### src/verilog/ist_timing_map.svh
// State cost and cycle count constants for the instruction state timer.
// Assumes inclusion by bare name from the timer module; the package does not include it.
`ifndef IST_TIMING_MAP_SVH
`define IST_TIMING_MAP_SVH

// Per-cycle state costs, on-chip memory and internal cycles
`define IST_S_FETCH_MEM      4'h2
`define IST_S_BRADDR_MEM     4'h2
`define IST_S_STACK_MEM      4'h2
`define IST_S_BYTE_MEM       4'h2
`define IST_S_WORD_MEM       4'h2
`define IST_S_INTERNAL       4'h1
// Peripheral access: byte two or three states by module, word four
`define IST_S_BYTE_PERI_FAST 4'h2
`define IST_S_BYTE_PERI_SLOW 4'h3
`define IST_S_WORD_PERI      4'h4

// Cycle counts for the decoded instruction classes
`define IST_N_NONE           4'h0
`define IST_N_ONE            4'h1
`define IST_N_TWO            4'h2

`endif

### src/verilog/ist_pkg.sv
// Types for the instruction state timer.
// Assumes the constant header is on the include path.
package ist_pkg;
   typedef enum logic [3:0] {
      IST_OP_ADD_REG     = 4'h0, // Byte/word add, register or immediate
      IST_OP_ADD_SMALL   = 4'h1, // add_small_constant_word #1 / #2
      IST_OP_ADD_EXTEND  = 4'h2, // add_with_extend
      IST_OP_SHORT_BR    = 4'h3, // conditional_short_branch
      IST_OP_BIT_LOGIC_M = 4'h4, // Bit logic on memory operand
      IST_OP_BIT_SETCL_M = 4'h5, // bit_set_op / bit_clear_op on memory
      IST_OP_CALL_IND    = 4'h6, // subroutine_call, memory indirect
      IST_OP_BIT_REG     = 4'h7  // Bit operation on register
   } ist_op_e;

   typedef enum logic [2:0] {
      IST_IDLE = 3'b001,
      IST_LOAD = 3'b010,
      IST_RUN  = 3'b100
   } ist_state_e;

   typedef struct packed {
      logic [3:0] fetch;
      logic [3:0] brAddr;
      logic [3:0] stack;
      logic [3:0] byteAcc;
      logic [3:0] wordAcc;
      logic [3:0] internal;
   } ist_counts_s;
endpackage : ist_pkg

### src/verilog/ist_state_timer.sv
// Instruction state timer: decodes an instruction class into per-type
// cycle counts, prices them by access location and counts the states.
// Assumes opStart is a one-cycle pulse from the same clock domain.
// Functional notes
// [RULE1] Total states are the sum over six cycle types of count times cost.
// [RULE2] Each type's cost is picked by memory versus peripheral location; here only byte and word costs change with location.
// [RULE3] A fetch and a byte access to on-chip memory each cost 2 states.
// [RULE4] A peripheral byte access costs 2 or 3 states by module addressed.
// [RULE5] Indirect call: two fetches, one address read, one stack, 2 each.
// [RULE6] Register and immediate byte and word add and add_with_extend take a single fetch.
// [RULE7] Adding 1 or 2 to a word register takes a single fetch only.
// [RULE8] Short branches take two fetches; bit ops on memory add byte reads.
`timescale 1ns/10ps
`include "ist_timing_map.svh"

module ist_state_timer (
   input  wire logic               sys_clk,
   input  wire logic               nrst,
   input  wire logic               opStart,
   input  wire ist_pkg::ist_op_e   opClass,
   input  wire logic               fetchPeri,
   input  wire logic               brAddrPeri,
   input  wire logic               stackPeri,
   input  wire logic               dataPeri,
   input  wire logic               slowPeri,
   output logic                    busy,
   output logic                    opDone,
   output logic [7:0]              totalStates,
   output logic [7:0]              statesLeft
);
   ist_pkg::ist_state_e  state_q;
   ist_pkg::ist_counts_s cnt;
   logic [7:0]           total_d;
   logic [7:0]           total_q;
   logic [7:0]           left_q;
   logic                 done_q;
   logic [3:0]           sFetch;
   logic [3:0]           sBr;
   logic [3:0]           sStack;
   logic [3:0]           sByte;
   logic [3:0]           sWord;
   logic [3:0]           sInt;
   logic [7:0]           tFetch;
   logic [7:0]           tBr;
   logic [7:0]           tStack;
   logic [7:0]           tByte;
   logic [7:0]           tWord;
   logic [7:0]           tInt;

   // Cost of one cycle by location; peripheral fetch has no defined price,
   // so it is priced like memory rather than left open
   function automatic logic [3:0] pick(input logic peri,
                                       input logic [3:0] memCost,
                                       input logic [3:0] periCost);
      pick = peri ? periCost : memCost;
   endfunction : pick

   function automatic logic [7:0] term(input logic [3:0] n,
                                       input logic [3:0] s);
      term = {4'h0, n} * {4'h0, s};
   endfunction : term

   always_comb begin
      sFetch = pick(fetchPeri, `IST_S_FETCH_MEM, `IST_S_FETCH_MEM); // RULE3
      sBr    = pick(brAddrPeri, `IST_S_BRADDR_MEM, `IST_S_BRADDR_MEM);
      sStack = pick(stackPeri, `IST_S_STACK_MEM, `IST_S_STACK_MEM);
      sByte  = pick(dataPeri, `IST_S_BYTE_MEM, // RULE2
                    slowPeri ? `IST_S_BYTE_PERI_SLOW
                             : `IST_S_BYTE_PERI_FAST); // RULE4
      sWord  = pick(dataPeri, `IST_S_WORD_MEM, `IST_S_WORD_PERI);
      // Internal cycles touch no bus, so their cost has no location
      sInt   = `IST_S_INTERNAL;
   end

   always_comb begin
      // Every class lists all six cycle counts, so a missing column shows
      cnt = '0;
      unique case (opClass)
         ist_pkg::IST_OP_ADD_REG: begin
            cnt.fetch    = `IST_N_ONE; // RULE6
            cnt.brAddr   = `IST_N_NONE;
            cnt.stack    = `IST_N_NONE;
            cnt.byteAcc  = `IST_N_NONE;
            cnt.wordAcc  = `IST_N_NONE;
            cnt.internal = `IST_N_NONE;
         end
         ist_pkg::IST_OP_ADD_EXTEND: begin
            cnt.fetch    = `IST_N_ONE; // RULE6
            cnt.brAddr   = `IST_N_NONE;
            cnt.stack    = `IST_N_NONE;
            cnt.byteAcc  = `IST_N_NONE;
            cnt.wordAcc  = `IST_N_NONE;
            cnt.internal = `IST_N_NONE;
         end
         ist_pkg::IST_OP_ADD_SMALL: begin
            cnt.fetch    = `IST_N_ONE; // RULE7
            cnt.brAddr   = `IST_N_NONE;
            cnt.stack    = `IST_N_NONE;
            cnt.byteAcc  = `IST_N_NONE;
            cnt.wordAcc  = `IST_N_NONE;
            cnt.internal = `IST_N_NONE;
         end
         ist_pkg::IST_OP_SHORT_BR: begin
            cnt.fetch    = `IST_N_TWO; // RULE8
            cnt.brAddr   = `IST_N_NONE;
            cnt.stack    = `IST_N_NONE;
            cnt.byteAcc  = `IST_N_NONE;
            cnt.wordAcc  = `IST_N_NONE;
            cnt.internal = `IST_N_NONE;
         end
         ist_pkg::IST_OP_BIT_LOGIC_M: begin
            cnt.fetch    = `IST_N_TWO; // RULE8
            cnt.brAddr   = `IST_N_NONE;
            cnt.stack    = `IST_N_NONE;
            cnt.byteAcc  = `IST_N_ONE; // RULE8
            cnt.wordAcc  = `IST_N_NONE;
            cnt.internal = `IST_N_NONE;
         end
         ist_pkg::IST_OP_BIT_SETCL_M: begin
            cnt.fetch    = `IST_N_TWO; // RULE8
            cnt.brAddr   = `IST_N_NONE;
            cnt.stack    = `IST_N_NONE;
            cnt.byteAcc  = `IST_N_TWO; // RULE8
            cnt.wordAcc  = `IST_N_NONE;
            cnt.internal = `IST_N_NONE;
         end
         ist_pkg::IST_OP_CALL_IND: begin
            cnt.fetch    = `IST_N_TWO; // RULE5
            cnt.brAddr   = `IST_N_ONE; // RULE5
            cnt.stack    = `IST_N_ONE; // RULE5
            cnt.byteAcc  = `IST_N_NONE;
            cnt.wordAcc  = `IST_N_NONE;
            cnt.internal = `IST_N_NONE;
         end
         ist_pkg::IST_OP_BIT_REG: begin
            cnt.fetch    = `IST_N_ONE;
            cnt.brAddr   = `IST_N_NONE;
            cnt.stack    = `IST_N_NONE;
            cnt.byteAcc  = `IST_N_NONE;
            cnt.wordAcc  = `IST_N_NONE;
            cnt.internal = `IST_N_NONE;
         end
         default: begin
            cnt.fetch    = `IST_N_ONE;
            cnt.brAddr   = `IST_N_NONE;
            cnt.stack    = `IST_N_NONE;
            cnt.byteAcc  = `IST_N_NONE;
            cnt.wordAcc  = `IST_N_NONE;
            cnt.internal = `IST_N_NONE;
         end
      endcase
   end

   // One product per cycle type; the eight-bit sum would wrap above 255
   // states, far beyond any class decoded here
   always_comb begin
      tFetch = term(cnt.fetch, sFetch);
      tBr    = term(cnt.brAddr, sBr);
      tStack = term(cnt.stack, sStack);
      tByte  = term(cnt.byteAcc, sByte);
      tWord  = term(cnt.wordAcc, sWord);
      tInt   = term(cnt.internal, sInt);
   end

   always_comb begin
      total_d = tFetch + tBr + tStack + tByte + tWord + tInt; // RULE1
   end

   // Starts while busy are ignored: the core issues one at a time
   always_ff @(posedge sys_clk or negedge nrst) begin
      if (!nrst) begin
         state_q <= ist_pkg::IST_IDLE;
      end else begin
         unique case (state_q)
            ist_pkg::IST_IDLE: begin
               if (opStart) begin
                  state_q <= ist_pkg::IST_LOAD;
               end
            end
            ist_pkg::IST_LOAD: begin
               state_q <= ist_pkg::IST_RUN;
            end
            ist_pkg::IST_RUN: begin
               if (left_q == 8'h01) begin
                  state_q <= ist_pkg::IST_IDLE;
               end
            end
            default: begin
               state_q <= ist_pkg::IST_IDLE;
            end
         endcase
      end
   end

   always_ff @(posedge sys_clk or negedge nrst) begin
      if (!nrst) begin
         total_q <= 8'h00;
      end else if (state_q == ist_pkg::IST_IDLE && opStart) begin
         total_q <= total_d; // RULE1
      end
   end

   // The instruction occupies exactly total_q clocks in RUN
   always_ff @(posedge sys_clk or negedge nrst) begin
      if (!nrst) begin
         left_q <= 8'h00;
      end else if (state_q == ist_pkg::IST_LOAD) begin
         left_q <= total_q; // RULE1
      end else if (state_q == ist_pkg::IST_RUN && left_q != 8'h00) begin
         left_q <= left_q - 8'h01;
      end
   end

   always_ff @(posedge sys_clk or negedge nrst) begin
      if (!nrst) begin
         done_q <= 1'b0;
      end else begin
         done_q <= (state_q == ist_pkg::IST_RUN) && (left_q == 8'h01);
      end
   end

   assign busy        = (state_q != ist_pkg::IST_IDLE);
   assign opDone      = done_q;
   assign totalStates = total_q;
   assign statesLeft  = left_q;
endmodule : ist_state_timer

### config.mk
export PLATFORM = sky130hd
export DESIGN_NAME = ist_state_timer
export DESIGN_NICKNAME = d
export VERILOG_FILES = /design/src/verilog/ist_pkg.sv /design/src/verilog/ist_state_timer.sv
export VERILOG_INCLUDE_DIRS = /design/src /design/src/verilog
export SDC_FILE = /design/constraint.sdc
export NUM_CORES = 1
export LEC_CHECK = 0
export BUFFER_PORTS_ARGS = -buffer_cell sky130_fd_sc_hd__buf_2
export CORE_ASPECT_RATIO = 0.6
export CORE_MARGIN = 2
export CORE_UTILIZATION = 53
export DETAILED_ROUTE_END_ITERATION = 8
export GPL_TIMING_DRIVEN = 1
export HOLD_SLACK_MARGIN = 0.05
export PLACE_DENSITY = 0.79
export SKIP_CTS_REPAIR_TIMING = 1
export SYNTH_ARGS = -nofsm -noshare
export SYNTH_HDL_FRONTEND = slang
export SYNTH_SLANG_ARGS = --single-unit
### constraint.sdc
create_clock -name sys_clk -period 2 [get_ports sys_clk]
set_input_delay 0.4 -clock sys_clk [delete_from_list [all_inputs] [get_ports sys_clk]]
set_output_delay 0.4 -clock sys_clk [all_outputs]
set_load 0.02 [all_outputs]
==> metrics.md <==
| Metric | Value |
|---|---|
| WHS | `0.0627 ns` |
| Clock latency on the worst-skew pair | `0.25 ns` |
| Iter 0 DRT Violations | `190` |
| Slew Viols, Final | `0` |
| WP data required | `2.19 ns` |
| Synth Area per Inst | `9.33 µm²` |
| Reg area | `427 µm²` |
| Core area | `0.00221 mm²` |
| Ratio of cells with drive above 1 in the final layout | `41.0%` |
| Largest cells by area after synthesis | `dfrtp_1 32%, ha_1 11%, nand2_1 3.3%, nor2_1 3.3%, fa_1 3.2%` |
| N_diodes | `0` |
| Multi-input logic area | `902 µm²` |
| Reg-to-Reg End | `statesLeft[6]` |
| Comb power frac | `54.2%` |
| Yosys reg bits | `17` |
| WL final | `3.64 mm` |
| Synth top area share | `31.6%` |
| WL per Instance | `17.9 µm` |
| Area Growth Syn to Fin | `34.2%` |
| Async SR Flop Fraction | `100%` |
| GRT Total Usage | `25.5%` |
| Post-synth top cells | `16 x dfrtp_1, 11 x ha_1, 11 x nand2_1, 11 x nor2_1, 8 x inv_1` |
| TritonCTS clock tree | `done` |
| Register area share after synthesis | `33.6%` |
| Reg2reg setup slack | `0.18 ns` |
| Final Net Count | `199` |
| Violated checks | `negative setup slack` |
| Power density over cell area | `1170 mW/mm²` |
| Critical path type | `input port to flip-flop` |
| IO buf count | `23` |
| Lkg Pwr | `0.792 nW` |
| Synth Instances | `136` |
| Reg clk slew, reported paths | `0.06 ns` |
| DRT Pass-1 Iters | `4` |
| Min Clock Period, post-route | `2.32 ns` |
| Sw power | `0.935 mW` |
| CTS root buffer | `clkbuf_8` |
| Cts bufs inserted | `3` |
| Io pins | `30` |
| Setup ws final | `-0.320 ns` |
| Vias in the first global route | `1084` |
| Fin. Hold Viols | `0` |
| RSZ-0062 raised after global routing | `yes` |
| CP endpoint kind | `flip-flop` |
| Worst Hold Class | `input port to asynchronous set/reset pin` |
| Int Power | `1.06 mW` |
| Cell variety after synth | `46` |
| Switching share of power | `46.8%` |
| Average vias per placed instance | `6.13` |
| Startpoint types | `input port` |
| CTS H-tree depth | `1` |
| Total congestion overflow | `0` |
| Initial Utilization | `57.4%` |
| Die ar. | `0.00281 mm²` |
| Status | `finished with violations` |
| Clk buf depth | `2` |
| Detail Route Antenna Nets | `0` |
| VDD IR max | `886 µV` |
| Die Span X | `67.2 µm` |
| # DRC | `0` |
| R2r startpoint | `statesLeft[1]` |
| Clock share of power | `12.9%` |
| Routability cong. | `0.815` |
| Tcrit/Tclk final | `116%` |
| Via count | `1244` |
| Post-synthesis cell area | `0.00127 mm²` |
| DP Area | `0.00156 mm²` |
| Worst Reg2Reg Path Length in Cells | `5` |
| Initial antenna violation count | `0` |
| Cell with the most instances after synthesis | `dfrtp_1` |
| Dominant synthesized flop cell | `dfrtp_1` |
| Most area-hungry cell type in the Yosys netlist | `dfrtp_1` |
| Sequential share of power | `32.8%` |
| First-pass GRT wire length | `5.29 mm` |
| Clk sink count | `17` |
| Site row count | `13` |
| Maxcap violations | `0` |
| Setup violations, final | `4` |
| Critical Path AT | `2.51 ns` |
| Syn. warnings | `0` |
| Fin area | `0.00170 mm²` |
| DP HPWL | `2.48 mm` |
| Die height | `41.9 µm` |
| Post-synth EDFFs | `0` |
| Fmax | `431 MHz` |
| Filler Cell Count | `157` |
| Clock Skew | `0.00231 ns` |
| Worst-path fanout max | `4` |
| Largest net degree at the start of global routing | `18` |
## power by group through the flow
stage / clock network, mW / registers, mW / logic, mW
after floorplan: 0 / 0.707 / 0.576
after global placement: 0 / 0.639 / 0.955
after detailed placement: 0 / 0.648 / 0.990
after CTS: 0.259 / 0.644 / 1.00
after global routing: 0.275 / 0.675 / 1.17
final: 0.258 / 0.656 / 1.08
## metrics by stage
| stage | total power, mW | setup TNS (ns) | utilization [%] | instances | worst slack, ns |
|---|---|---|---|---|---|
| floorplan | 1.28 | -0.758 | - | 138 | -0.261 |
| global placement | 1.59 | -1.65 | 70.5 | 197 | -0.462 |
| detailed placement | 1.64 | -1.83 | 70.5 | 197 | -0.524 |
| CTS | 1.91 | -0.821 | 72.6 | 201 | -0.276 |
| global route | 2.12 | -1.19 | 77.0 | 203 | -0.365 |
| finish | 2.00 | -0.892 | 77.0 | 203 | -0.320 |
## worst max-delay path, cell delays in order
cell,delay [ns]
buf_8,0.11
nor2_4,0.12
nand3_2,0.09
nor2_2,0.16
ha_4,0.16
fa_1,0.45
ha_4,0.28
ha_4,0.29
nand3_2,0.07
a211o_1,0.30
nand3_1,0.08
## how the worst max path moves through the flow
stage               startpoint        endpoint  slack [ns]  depth (start not counted)
floorplan           opClass[0]  totalStates[3]       -0.26                          9
global placement    opClass[1]  totalStates[3]       -0.46                         11
detailed placement  opClass[1]  totalStates[3]       -0.52                         11
CTS                 opClass[1]  totalStates[3]       -0.28                         11
global route        opClass[3]  totalStates[3]       -0.36                         11
finish              opClass[3]  totalStates[3]       -0.32                         11
## logic make-up (layout without fill, tap and decap cells)
| logic type | Yosys count | after routing | synth area share (%) |
|---|---|---|---|
| adder cells (fa/ha/maj) | 13 | 13 | 14.0 |
| AND/OR/NAND/NOR | 55 | 55 | 25.6 |
| buffers and inverters | 16 | 51 | 6.61 |
| other | 1 | 3 | 0.296 |
| multiplexers | 3 | 3 | 2.37 |
| XOR/XNOR | 3 | 3 | 2.07 |
| AO/OA/AOI/OAI | 28 | 28 | 15.4 |
| flip-flops | 17 | 17 | 33.6 |
## layout by cell type (no fill, tap or decap), types with 2 or more instances in the layout
cell      instances
nand3_1           2
or4_1             2
nand3_2           2
ha_1              5
a211o_1           2
a21oi_1           4
clkbuf_8          3
nand2b_1          3
nor2_1            9
or2_2             3
or4b_2            2
o21ai_1           3
mux2i_1           3
o211ai_1          2
buf_6             3
buf_2            20
nor3_1            2
a31oi_1           2
nand2_1          11
inv_1             7
buf_4            15
o21ai_0           3
xor2_1            2
dfrtp_1          16
ha_4              5
conb_1            3
nor3b_1           2
## cell type report
cell class                 count  share of cell area (%)
clock buffer                   4                    2.65
sequential                    17                    25.1
timing repair buffer          39                    15.4
inverter                       8                    1.76
tap                           30                    2.20
multi-input combinational    105                    53.0
## registers in the layout, summed over array words and instances (netlist names)
signal and cells:
statesLeft 8, state_q 3, totalStates 5, opDone 1
## routing by layer
| layer | vias to the layer above | GRT usage (%) | share of wire (%) |
|---|---|---|---|
| li1 | 563 | - | - |
| met1 | 579 | 39.2 | 43 |
| met2 | 87 | 34.3 | 44 |
| met3 | 15 | 9.21 | 11 |
| met4 | 0 | 4.49 | 2.7 |
| met5 | - | 0 | 0 |
Power figures use the tool's default switching activity.
